--- src/action_sync_map.vh ---
// register map, field positions, reset values and timing counts of the action trigger block
`ifndef ACTION_SYNC_MAP_VH
`define ACTION_SYNC_MAP_VH

// ****************************************************************
// register byte offsets
// ****************************************************************
`define REG_CTRL        8'h00
`define REG_STATUS      8'h04
`define REG_COMMAND     8'h08
`define REG_DEV_KEY     8'h0c
`define REG_GRP_KEY     8'h10
`define REG_GRP_MASK    8'h14
`define REG_SLOT_SEL    8'h18
`define REG_QUEUE_DEPTH 8'h1c
`define REG_TIME_LO     8'h20
`define REG_TIME_HI     8'h24
`define REG_CAPT_LO     8'h28
`define REG_CAPT_HI     8'h2c
`define REG_PATH_DELAY  8'h30
`define REG_OFFSET      8'h34

// ****************************************************************
// field positions
// ****************************************************************
`define CTRL_PTP_EN     0
`define STAT_SYNCED     0
`define STAT_MASTER     1
`define STAT_Q_FULL     2
`define STAT_Q_EMPTY    3
`define STAT_OVERFLOW   4
`define CMD_CLEAR       0
`define CMD_CAPTURE     1

// ****************************************************************
// reset values
// ****************************************************************
`define RST_CTRL        32'h0000_0000
`define RST_KEY         32'h0000_0000
`define RST_MASK        32'h0000_0000
`define SLOT_SEL_VALUE  32'h0000_0000
`define TIME_INIT       64'h0000_0000_0000_0000

// ****************************************************************
// timing
// ****************************************************************
`define CLK_KHZ         25000
`define TICK_NS         (1000000 / `CLK_KHZ)
`define SYNC_PERIOD_MS  1000
`define SYNC_PERIOD_CYC (`SYNC_PERIOD_MS * `CLK_KHZ)
`define QUEUE_DEPTH     4

// ****************************************************************
// bus responses
// ****************************************************************
`define RESP_OKAY       2'b00
`define RESP_SLVERR     2'b10

`endif

--- src/action_queue.v ---
// scheduling queue holding the trigger times of timestamped action commands
module action_queue #(
	parameter W     = 64,
	parameter DEPTH = 4,
	parameter AW    = 2
) (
	input  wire          clk_i,
	input  wire          rst_n_i,
	input  wire          push_i,
	input  wire [W-1:0]  push_data_i,
	input  wire          pop_i,
	output wire [W-1:0]  head_o,
	output wire          empty_o,
	output wire          full_o
);

	reg  [W-1:0]  mem [0:DEPTH-1];
	reg  [AW-1:0] wr_ptr_r;
	reg  [AW-1:0] rd_ptr_r;
	reg  [AW:0]   count_r;
	wire          do_push;
	wire          do_pop;

	assign empty_o = (count_r == {(AW+1){1'b0}});
	assign full_o  = (count_r == DEPTH[AW:0]);
	assign head_o  = mem[rd_ptr_r];
	assign do_push = push_i & ~full_o;
	assign do_pop  = pop_i & ~empty_o;

	always @(posedge clk_i) begin
		if (do_push) begin
			mem[wr_ptr_r] <= push_data_i;
		end
	end

	always @(posedge clk_i) begin
		if (!rst_n_i) begin
			wr_ptr_r <= {AW{1'b0}};
			rd_ptr_r <= {AW{1'b0}};
			count_r  <= {(AW+1){1'b0}};
		end else begin
			if (do_push) begin
				wr_ptr_r <= (wr_ptr_r == DEPTH[AW-1:0] - 1'b1) ? {AW{1'b0}} : wr_ptr_r + 1'b1;
			end
			if (do_pop) begin
				rd_ptr_r <= (rd_ptr_r == DEPTH[AW-1:0] - 1'b1) ? {AW{1'b0}} : rd_ptr_r + 1'b1;
			end
			case ({do_push, do_pop})
				2'b10:   count_r <= count_r + 1'b1;
				2'b01:   count_r <= count_r - 1'b1;
				default: count_r <= count_r;
			endcase
		end
	end

endmodule // action_queue

--- src/action_sync_trigger.v ---
// action command filter, precision time slave and timed exposure trigger with AXI4-Lite registers
//
// Chosen here: the AXI4-Lite interface to the registers and the placing of the registers.
`include "action_sync_map.vh"

module action_sync_trigger #(
	parameter        SYNC_PERIOD_CYC = `SYNC_PERIOD_CYC,
	parameter        QUEUE_DEPTH     = `QUEUE_DEPTH,
	parameter        QUEUE_AW        = 2,
	parameter [7:0]  LOCAL_QUALITY   = 8'h80,
	parameter [47:0] LOCAL_MAC       = 48'h02_00_00_00_00_01
) (
	input  wire        CLK_SYS_I,
	input  wire        RST_N_I,
	// AXI4-Lite slave
	input  wire        S_AXI_AWVALID_I,
	output wire        S_AXI_AWREADY_O,
	input  wire [7:0]  S_AXI_AWADDR_I,
	input  wire        S_AXI_WVALID_I,
	output wire        S_AXI_WREADY_O,
	input  wire [31:0] S_AXI_WDATA_I,
	input  wire [3:0]  S_AXI_WSTRB_I,
	output wire        S_AXI_BVALID_O,
	input  wire        S_AXI_BREADY_I,
	output wire [1:0]  S_AXI_BRESP_O,
	input  wire        S_AXI_ARVALID_I,
	output wire        S_AXI_ARREADY_O,
	input  wire [7:0]  S_AXI_ARADDR_I,
	output wire        S_AXI_RVALID_O,
	input  wire        S_AXI_RREADY_I,
	output wire [31:0] S_AXI_RDATA_O,
	output wire [1:0]  S_AXI_RRESP_O,
	// decoded action commands
	input  wire        CMD_VALID_I,
	input  wire [31:0] CMD_DEVICE_KEY_I,
	input  wire [31:0] CMD_GROUP_KEY_I,
	input  wire [31:0] CMD_GROUP_MASK_I,
	input  wire        CMD_HAS_TIME_I,
	input  wire [63:0] CMD_TIME_I,
	// time protocol messages and exposure trigger
	input  wire        ANNOUNCE_VALID_I,
	input  wire [7:0]  ANNOUNCE_QUALITY_I,
	input  wire [47:0] ANNOUNCE_MAC_I,
	input  wire        SYNC_VALID_I,
	input  wire [63:0] SYNC_TIME_I,
	input  wire        DELAY_RESP_VALID_I,
	input  wire [63:0] DELAY_RESP_TIME_I,
	output wire        DELAY_REQ_O,
	output wire        EXPOSE_START_O
);

	localparam [63:0] TICK = `TICK_NS;
	localparam [31:0] PERIOD = SYNC_PERIOD_CYC;
	localparam [31:0] DEPTH32 = QUEUE_DEPTH;
	localparam [31:0] RST_CTRL_W = `RST_CTRL;

	// one-hot exchange states
	localparam [3:0] S_WAIT_SYNC = 4'b0001;
	localparam [3:0] S_SEND_REQ  = 4'b0010;
	localparam [3:0] S_WAIT_RESP = 4'b0100;
	localparam [3:0] S_ADJUST    = 4'b1000;

	// ****************************************************************
	// registers
	// ****************************************************************
	reg         awready_r, wready_r, bvalid_r, arready_r, rvalid_r;
	reg  [1:0]  bresp_r, rresp_r;
	reg  [31:0] rdata_r;
	reg         aw_full_r, w_full_r;
	reg  [7:0]  awaddr_r;
	reg  [31:0] wdata_r;
	reg  [3:0]  wstrb_r;

	reg         ptp_en_r;
	reg  [31:0] dev_key_r, grp_key_r, grp_mask_r;
	reg         overflow_r;
	reg  [63:0] time_r;
	reg  [63:0] capt_r;
	reg  [7:0]  best_q_r;
	reg  [47:0] best_mac_r;
	reg         synced_r;
	reg  [3:0]  state_r;
	reg  [63:0] t1_r, t2_r, t3_r, t4_r;
	reg  [63:0] delay_r, offset_r;
	reg  [31:0] period_cnt_r;
	reg         sync_due_r;
	reg         dreq_r;
	reg         expose_r;

	wire        is_master = (best_mac_r == LOCAL_MAC);
	wire        wr_do = aw_full_r & w_full_r & ~bvalid_r;
	wire        wr_ctrl = wr_do & (awaddr_r == `REG_CTRL);
	wire        wr_cmd = wr_do & (awaddr_r == `REG_COMMAND);
	wire        do_clear = wr_cmd & wstrb_r[0] & wdata_r[`CMD_CLEAR];
	wire        do_capture = wr_cmd & wstrb_r[0] & wdata_r[`CMD_CAPTURE];
	wire        clr_overflow = wr_do & (awaddr_r == `REG_STATUS) & wstrb_r[0] & wdata_r[`STAT_OVERFLOW];

	// ****************************************************************
	// command filter
	// ****************************************************************
	wire        key_ok = (CMD_DEVICE_KEY_I == dev_key_r);
	wire        grp_ok = (CMD_GROUP_KEY_I == grp_key_r);
	wire        mask_ok = |(CMD_GROUP_MASK_I & grp_mask_r);
	wire        cmd_ok = CMD_VALID_I & synced_r & key_ok & grp_ok & mask_ok;
	wire        q_empty, q_full;
	wire [63:0] q_head;
	wire        q_push = cmd_ok & CMD_HAS_TIME_I;
	wire        q_fire = ~q_empty & (time_r >= q_head);
	wire        fire_now = cmd_ok & ~CMD_HAS_TIME_I;

	action_queue #(
		.W     (64),
		.DEPTH (QUEUE_DEPTH),
		.AW    (QUEUE_AW)
	) u_queue (
		.clk_i       (CLK_SYS_I),
		.rst_n_i     (RST_N_I),
		.push_i      (q_push),
		.push_data_i (CMD_TIME_I),
		.pop_i       (q_fire),
		.head_o      (q_head),
		.empty_o     (q_empty),
		.full_o      (q_full)
	);

	// ****************************************************************
	// byte-lane merge
	// ****************************************************************
	function [31:0] merge;
		input [31:0] old_v;
		input [31:0] new_v;
		input [3:0]  strb;
		integer i;
		begin
			merge = old_v;
			for (i = 0; i < 4; i = i + 1) begin
				if (strb[i]) begin
					merge[i*8 +: 8] = new_v[i*8 +: 8];
				end
			end
		end
	endfunction

	// ****************************************************************
	// AXI4-Lite write channel
	// ****************************************************************
	always @(posedge CLK_SYS_I) begin
		if (!RST_N_I) begin
			awready_r <= 1'b1;
			wready_r  <= 1'b1;
			aw_full_r <= 1'b0;
			w_full_r  <= 1'b0;
			awaddr_r  <= 8'h00;
			wdata_r   <= 32'h0000_0000;
			wstrb_r   <= 4'h0;
			bvalid_r  <= 1'b0;
			bresp_r   <= `RESP_OKAY;
		end else begin
			if (S_AXI_AWVALID_I & awready_r) begin
				awaddr_r  <= S_AXI_AWADDR_I;
				aw_full_r <= 1'b1;
				awready_r <= 1'b0;
			end
			if (S_AXI_WVALID_I & wready_r) begin
				wdata_r  <= S_AXI_WDATA_I;
				wstrb_r  <= S_AXI_WSTRB_I;
				w_full_r <= 1'b1;
				wready_r <= 1'b0;
			end
			if (wr_do) begin
				aw_full_r <= 1'b0;
				w_full_r  <= 1'b0;
				bvalid_r  <= 1'b1;
				case (awaddr_r)
					`REG_CTRL, `REG_STATUS, `REG_COMMAND, `REG_DEV_KEY, `REG_GRP_KEY,
					`REG_GRP_MASK, `REG_SLOT_SEL: bresp_r <= `RESP_OKAY;
					default: bresp_r <= `RESP_SLVERR;
				endcase
			end
			if (bvalid_r & S_AXI_BREADY_I) begin
				bvalid_r  <= 1'b0;
				awready_r <= 1'b1;
				wready_r  <= 1'b1;
			end
		end
	end

	// ****************************************************************
	// configuration registers
	// ****************************************************************
	always @(posedge CLK_SYS_I) begin
		if (!RST_N_I) begin
			ptp_en_r   <= RST_CTRL_W[`CTRL_PTP_EN];
			dev_key_r  <= `RST_KEY;
			grp_key_r  <= `RST_KEY;
			grp_mask_r <= `RST_MASK;
			overflow_r <= 1'b0;
		end else begin
			if (wr_ctrl & wstrb_r[0]) begin
				ptp_en_r <= wdata_r[`CTRL_PTP_EN];
			end
			if (wr_do & (awaddr_r == `REG_DEV_KEY)) begin
				dev_key_r <= merge(dev_key_r, wdata_r, wstrb_r);
			end
			if (wr_do & (awaddr_r == `REG_GRP_KEY)) begin
				grp_key_r <= merge(grp_key_r, wdata_r, wstrb_r);
			end
			if (wr_do & (awaddr_r == `REG_GRP_MASK)) begin
				grp_mask_r <= merge(grp_mask_r, wdata_r, wstrb_r);
			end
			// a full queue drops the push even while popping; a drop in the clearing cycle still sets the flag
			if (q_push & q_full) begin
				overflow_r <= 1'b1;
			end else if (clr_overflow) begin
				overflow_r <= 1'b0;
			end
		end
	end

	// ****************************************************************
	// AXI4-Lite read channel
	// ****************************************************************
	always @(posedge CLK_SYS_I) begin
		if (!RST_N_I) begin
			arready_r <= 1'b1;
			rvalid_r  <= 1'b0;
			rdata_r   <= 32'h0000_0000;
			rresp_r   <= `RESP_OKAY;
		end else begin
			if (S_AXI_ARVALID_I & arready_r) begin
				arready_r <= 1'b0;
				rvalid_r  <= 1'b1;
				rresp_r   <= `RESP_OKAY;
				case (S_AXI_ARADDR_I)
					`REG_CTRL:        rdata_r <= {31'h0, ptp_en_r};
					`REG_STATUS:      rdata_r <= {27'h0, overflow_r, q_empty, q_full, is_master, synced_r};
					`REG_COMMAND:     rdata_r <= 32'h0000_0000;
					`REG_DEV_KEY:     rdata_r <= dev_key_r;
					`REG_GRP_KEY:     rdata_r <= grp_key_r;
					`REG_GRP_MASK:    rdata_r <= grp_mask_r;
					`REG_SLOT_SEL:    rdata_r <= `SLOT_SEL_VALUE;
					`REG_QUEUE_DEPTH: rdata_r <= DEPTH32;
					`REG_TIME_LO:     rdata_r <= time_r[31:0];
					`REG_TIME_HI:     rdata_r <= time_r[63:32];
					`REG_CAPT_LO:     rdata_r <= capt_r[31:0];
					`REG_CAPT_HI:     rdata_r <= capt_r[63:32];
					`REG_PATH_DELAY:  rdata_r <= delay_r[31:0];
					`REG_OFFSET:      rdata_r <= offset_r[31:0];
					default: begin
						rdata_r <= 32'h0000_0000;
						rresp_r <= `RESP_SLVERR;
					end
				endcase
			end
			if (rvalid_r & S_AXI_RREADY_I) begin
				rvalid_r  <= 1'b0;
				arready_r <= 1'b1;
			end
		end
	end

	// ****************************************************************
	// best master election
	// ****************************************************************
	wire ann_better = (ANNOUNCE_QUALITY_I < best_q_r) |
		((ANNOUNCE_QUALITY_I == best_q_r) & (ANNOUNCE_MAC_I < best_mac_r));

	always @(posedge CLK_SYS_I) begin
		if (!RST_N_I) begin
			best_q_r   <= LOCAL_QUALITY;
			best_mac_r <= LOCAL_MAC;
		end else if (!ptp_en_r) begin
			best_q_r   <= LOCAL_QUALITY;
			best_mac_r <= LOCAL_MAC;
		end else if (ANNOUNCE_VALID_I & ann_better) begin
			best_q_r   <= ANNOUNCE_QUALITY_I;
			best_mac_r <= ANNOUNCE_MAC_I;
		end
	end

	// ****************************************************************
	// sync period divider
	// ****************************************************************
	always @(posedge CLK_SYS_I) begin
		if (!RST_N_I) begin
			period_cnt_r <= 32'h0000_0000;
			sync_due_r   <= 1'b0;
		end else if (!ptp_en_r) begin
			period_cnt_r <= 32'h0000_0000;
			sync_due_r   <= 1'b0;
		end else begin
			if (period_cnt_r == PERIOD - 1'b1) begin
				period_cnt_r <= 32'h0000_0000;
				sync_due_r   <= 1'b1;
			end else begin
				period_cnt_r <= period_cnt_r + 1'b1;
				if (state_r == S_SEND_REQ) begin
					sync_due_r <= 1'b0;
				end
			end
		end
	end

	// ****************************************************************
	// delay measurement and clock correction
	// ****************************************************************
	wire [63:0] ms_diff = t2_r - t1_r;
	wire [63:0] sm_diff = t4_r - t3_r;
	wire [63:0] sum_diff = ms_diff + sm_diff;
	wire [63:0] dif_diff = ms_diff - sm_diff;
	wire [63:0] off_now = {dif_diff[63], dif_diff[63:1]};
	wire        first_sync = ptp_en_r & ~is_master & (state_r == S_WAIT_SYNC) & SYNC_VALID_I
		& (sync_due_r | ~synced_r);

	always @(posedge CLK_SYS_I) begin
		if (!RST_N_I) begin
			state_r  <= S_WAIT_SYNC;
			t1_r     <= 64'h0;
			t2_r     <= 64'h0;
			t3_r     <= 64'h0;
			t4_r     <= 64'h0;
			delay_r  <= 64'h0;
			offset_r <= 64'h0;
			synced_r <= 1'b0;
			dreq_r   <= 1'b0;
		end else begin
			dreq_r <= 1'b0;
			if (!ptp_en_r) begin
				state_r  <= S_WAIT_SYNC;
				synced_r <= 1'b0;
			end else if (ANNOUNCE_VALID_I & ann_better) begin
				state_r  <= S_WAIT_SYNC;
				synced_r <= 1'b0;                                 // new master, resynchronise
			end else if (is_master) begin
				state_r  <= S_WAIT_SYNC;
				synced_r <= 1'b1;                                 // own clock is the reference
			end else begin
				case (state_r)
					S_WAIT_SYNC: begin
						if (first_sync) begin
							t1_r    <= SYNC_TIME_I;
							t2_r    <= time_r;
							state_r <= S_SEND_REQ;
						end
					end
					S_SEND_REQ: begin
						dreq_r  <= 1'b1;
						t3_r    <= time_r + TICK;                 // local time while the request is out
						state_r <= S_WAIT_RESP;
					end
					S_WAIT_RESP: begin
						if (DELAY_RESP_VALID_I) begin
							t4_r    <= DELAY_RESP_TIME_I;
							state_r <= S_ADJUST;
						end else if (sync_due_r) begin
							state_r <= S_WAIT_SYNC;               // lost response, retry next period
						end
					end
					S_ADJUST: begin
						delay_r  <= {sum_diff[63], sum_diff[63:1]};
						offset_r <= off_now;
						synced_r <= 1'b1;
						state_r  <= S_WAIT_SYNC;
					end
					default: state_r <= S_WAIT_SYNC;
				endcase
			end
		end
	end

	// ****************************************************************
	// local time counter
	// ****************************************************************
	wire adjust_now = ptp_en_r & ~is_master & (state_r == S_ADJUST);

	always @(posedge CLK_SYS_I) begin
		if (!RST_N_I) begin
			time_r <= `TIME_INIT;
			capt_r <= `TIME_INIT;
		end else begin
			if (do_clear) begin
				time_r <= `TIME_INIT;
			end else if (adjust_now) begin
				time_r <= time_r + TICK - off_now;
			end else begin
				time_r <= time_r + TICK;
			end
			if (do_capture) begin
				capt_r <= time_r;
			end
		end
	end

	// ****************************************************************
	// exposure trigger
	// ****************************************************************
	always @(posedge CLK_SYS_I) begin
		if (!RST_N_I) begin
			expose_r <= 1'b0;
		end else begin
			expose_r <= fire_now | q_fire;
		end
	end

	assign S_AXI_AWREADY_O = awready_r;
	assign S_AXI_WREADY_O  = wready_r;
	assign S_AXI_BVALID_O  = bvalid_r;
	assign S_AXI_BRESP_O   = bresp_r;
	assign S_AXI_ARREADY_O = arready_r;
	assign S_AXI_RVALID_O  = rvalid_r;
	assign S_AXI_RDATA_O   = rdata_r;
	assign S_AXI_RRESP_O   = rresp_r;
	assign DELAY_REQ_O     = dreq_r;
	assign EXPOSE_START_O  = expose_r;

endmodule // action_sync_trigger

--- config.mk ---
export PLATFORM = sky130hd
export DESIGN_NAME = action_sync_trigger
export DESIGN_NICKNAME = d
export VERILOG_FILES = /design/src/action_queue.v /design/src/action_sync_trigger.v
export VERILOG_INCLUDE_DIRS = /design/src /design/src/src
export SDC_FILE = /design/constraint.sdc
export NUM_CORES = 2
export LEC_CHECK = 0
export ABC_AREA = 1
export BUFFER_PORTS_ARGS = -buffer_cell sky130_fd_sc_hd__buf_2
export CORE_MARGIN = 2
export CORE_UTILIZATION = 40
export DETAILED_ROUTE_END_ITERATION = 7
export PLACE_DENSITY_LB_ADDON = 0.3
export SETUP_SLACK_MARGIN = 0.2
export SLEW_MARGIN = 20
export SYNTH_ARGS = -nofsm -noshare
export SYNTH_HDL_FRONTEND = slang
export SYNTH_SLANG_ARGS = --single-unit
--- constraint.sdc ---
create_clock -name CLK_SYS_I -period 15.9 [get_ports CLK_SYS_I]
set_input_delay 3.18 -clock CLK_SYS_I [delete_from_list [all_inputs] [get_ports CLK_SYS_I]]
set_output_delay 3.18 -clock CLK_SYS_I [all_outputs]
set_load 0.02 [all_outputs]
==> metrics.md <==
| Metric | Value |
|---|---|
| Status | completed |
| Hold Path End | period_cnt_r[0]$_SDFF_PP0_ |
| Worst-path clk slew | 60 ps |
| First-pass GRT wire length | 382,000 µm |
| CP max-delay cell | a21boi_0 |
| Num ports | 451 |
| HP Class | reg -> reg |
| Terminus of the critical flop-to-flop path | time_r[63]$_SDFF_PP0_ |
| R2R cell count | 35 |
| Port buffer count | 448 |
| Dominant synthesized flop cell | dfxtp_1 |
| P per Cell Area | 88.0 nW/µm² |
| CP endpoint kind | register |
| Hold slack | 447 ps |
| Drt wl/cell | 24.5 µm |
| GRT overflow | 0 |
| Max Clock Skew | 62.3 ps |
| Max capacitance violation total | 0 |
| CTS tree | built |
| Sequential fraction of design power | 42.9% |
| Number of synthesized register bits | 992 |
| Worst path buffer plus inverter count | 2 |
| Internal power component | 0.00440 W |
| RSZ-0062 raised after global routing | false |
| Inserted Clock Buffers | 110 |
| Clock Power Share | 44.4% |
| Worst-path fanout max | 5 |
| Post-Syn Area | 61,100 µm² |
| Finished Layout Cells | 10,900 |
| Post-synthesis cell type count | 65 |
| Clock Latency Late Sink | 780 ps |
| Fmax | 0.126 GHz |
| Die Area | 156,000 µm² |
| Die H | 395 µm |
| Drt initial violations | 6,148 |
| Combinational Power Share | 12.6% |
| DR DRC count | 0 |
| Final setup fails | 0 |
| Hold-fix buffers, CTS | 0 |
| Cells after synthesis | 8,388 |
| Lkg Pwr | 31.4 nW |
| Reg2Reg Setup Slack | 7970 ps |
| Switching Fraction | 27.9% |
| Setup TNS | 0 ps |
| Design Power | 0.00610 W |
| Largest net degree at the start of global routing | 145 |
| Crit Path Category | reg -> reg |
| Vias per cell | 5.62 |
| Most Frequent Cell on Critical Path | nand2_1 |
| Area Growth Syn to Fin | 13.4% |
| Worst hold path startpoint | period_cnt_r[0]$_SDFF_PP0_ |
| Aggregate routed wire length | 266,000 µm |
| Crit path depth | 35 |
| CTS root buf | clkbuf_16 |
| Vias in the first global route | 57,200 |
| Ys async rst share | 0% |
| Dpl hpwl | 209,000 µm |
| CTS H-tree lvls | 3 |
| Final Hold Fails | 0 |
| WHS Path Cells | 1 |
| Sequential area share after synthesis | 36.7% |
| Post-CTS Setup Inserts | 0 |
| Required @ worst endpoint | 16,530 ps |
| Sink Count | 992 |
| Crit path launch type | register |
| Std-Cell Rows | 143 |
| Final min period | 7930 ps |
| Clock buffer depth | 3 |
| Initial antenna violation count | 25 |
| Placed insts | 10,600 |
| Tot GR Track Use | 32.8% |
| Die Width | 395 µm |
| Post-DRT Antenna Nets | 0 |
| YS warnings | 0 |
| Share of post-route cells with drive strength above 1 | 8.76% |
| WP data arrival | 8560 ps |
| Syn_area_per_cell | 7.29 µm² |
| Peak VDD IR | 0.0842 mV |
| Starting Density | 40.3% |
| Via count | 61,000 |
| Nets | 9,540 |
| Slew margin rel. | 12.3% |
| CTS resizes | 0 |
| Period utilization | 49.9% |
| Critical path's top delay family | compound AO/OA/AOI/OAI gates |
| Final core utilization | 45.6% |
| DRT Pass-1 Iters | 8 |
| CP peak stage delay | 790 ps |
| Filler instances | 15,600 |
| Core area | 152,000 µm² |
| Slew @ Worst Pin | 1310 ps |
| Placer's final routability congestion estimate | 1.05 |
| Critical R2R Launch | t3_r[2]$_SDFFE_PN0P_ |
| Pins over their slew limit | 0 |
| EDFF count, synth | 256 |
| NetSw | 0.00170 W |
layout make-up:
| cell class | count | area, µm² | share of cell area [%] |
|---|---|---|---|
| tap | 2030 | 2540 | 3.66 |
| antenna | 14 | 35.0 | 0.0505 |
| inverter | 1130 | 4250 | 6.13 |
| multi-input combinational | 5948 | 33400 | 48.1 |
| sequential | 992 | 22400 | 32.3 |
| clock inverter | 61 | 801 | 1.16 |
| clock buffer | 142 | 2990 | 4.32 |
| timing repair buffer | 533 | 2910 | 4.19 |
flip-flops by register name (all words and copies together) (netlist names), 2 cells and up, named ones only:
signal            count
wstrb_r               4
period_cnt_r         32
u_queue.wr_ptr_r      2
best_mac_r           48
best_q_r              8
u_queue.rd_ptr_r      2
time_r               64
offset_r             32
t2_r                 64
S_AXI_RDATA_O        32
awaddr_r              8
t1_r                 64
grp_key_r            32
state_r               4
t3_r                 64
u_queue.count_r       3
grp_mask_r           32
capt_r               64
t4_r                 64
wdata_r              32
u_queue.mem         256
delay_r              32
dev_key_r            32
through the flow:
stage / worst slack, ps / cell area, µm²
after floorplan: 8350 / 61200
after global placement: 8180 / 65500
after detailed placement: 8300 / 65500
after CTS: 8260 / 69300
after global routing: 7480 / 69300
final: 7970 / 69300
how the worst max path moves through the flow:
stage / from / end / slack [ps]
2_1_floorplan: CMD_GROUP_KEY_I[31] / u_queue.mem[0][0]$_DFFE_PP_ / 8350
3_3_place_gp: ANNOUNCE_MAC_I[47] / offset_r[19]$_SDFFE_PN0P_ / 8180
3_5_place_dp: ANNOUNCE_MAC_I[47] / offset_r[18]$_SDFFE_PN0P_ / 8300
4_1_cts: t2_r[0]$_SDFFE_PN0P_ / time_r[59]$_SDFF_PP0_ / 8260
5_1_grt: t2_r[0]$_SDFFE_PN0P_ / time_r[59]$_SDFF_PP0_ / 7480
6_report: t3_r[2]$_SDFFE_PN0P_ / time_r[63]$_SDFF_PP0_ / 7970
power groups by stage:
stage                     sequential [W]  combinational [W]  clock [W]
after detailed placement         0.00267           0.000746          0
after floorplan                  0.00267           0.000470          0
after global routing             0.00262           0.000840    0.00285
after CTS                        0.00262           0.000751    0.00275
final                            0.00262           0.000771    0.00271
after global placement           0.00267           0.000746          0
cell usage after synthesis (all sizes together) (96+ instances only):
cell | count | share of area (%)
a21oi | 1035 | 8.5
o21ai | 743 | 6.1
edfxtp | 256 | 13
nand3 | 151 | 1.3
nor3 | 100 | 0.83
inv | 1124 | 6.9
xor2 | 238 | 3.4
nor2 | 907 | 5.7
nand4 | 162 | 1.7
ha | 411 | 8.4
xnor2 | 96 | 1.4
clkbuf | 298 | 1.8
nand2 | 1460 | 9.0
dfxtp | 736 | 24
layer usage:
layer | routed length [µm] | global-route usage [%] | vias to the layer above | share of wire, %
met1 | 108000 | 41.4 | 28700 | 41
li1 | - | - | 29000 | -
met2 | 117000 | 51.7 | 2647 | 44
met5 | 206 | 0 | - | 0.077
met3 | 20700 | 5.81 | 605 | 7.8
met4 | 20300 | 21.3 | 28 | 7.6
cells in the final DEF (no fill, tap or decap), types with 83 or more instances in the layout:
cell type | netlist | layout
nand2_1 | 1454 | 1450
nor3_1 | 98 | 98
xor2_1 | 237 | 237
nand4_1 | 162 | 162
ha_1 | 411 | 411
nor2_1 | 894 | 888
edfxtp_1 | 256 | 256
xnor2_1 | 96 | 96
o21ai_0 | 726 | 726
inv_1 | 1120 | 1118
buf_2 | 7 | 447
dfxtp_1 | 736 | 735
clkbuf_16 | 0 | 111
a21oi_1 | 1035 | 1035
nand3_1 | 149 | 146
buf_4 | 3 | 83
cells by family after synthesis:
| kind of cell | Yosys count | share of synthesized area, % |
|---|---|---|
| AO/OA/AOI/OAI | 2314 | 21.5 |
| XOR/XNOR | 334 | 4.80 |
| adder cells (fa/ha/maj) | 417 | 8.61 |
| buffers and inverters | 1449 | 8.93 |
| flip-flops | 992 | 36.7 |
| other | 1 | 0.00613 |
| AND/OR/NAND/NOR | 2881 | 19.5 |
(Power assumes the default switching activity.)
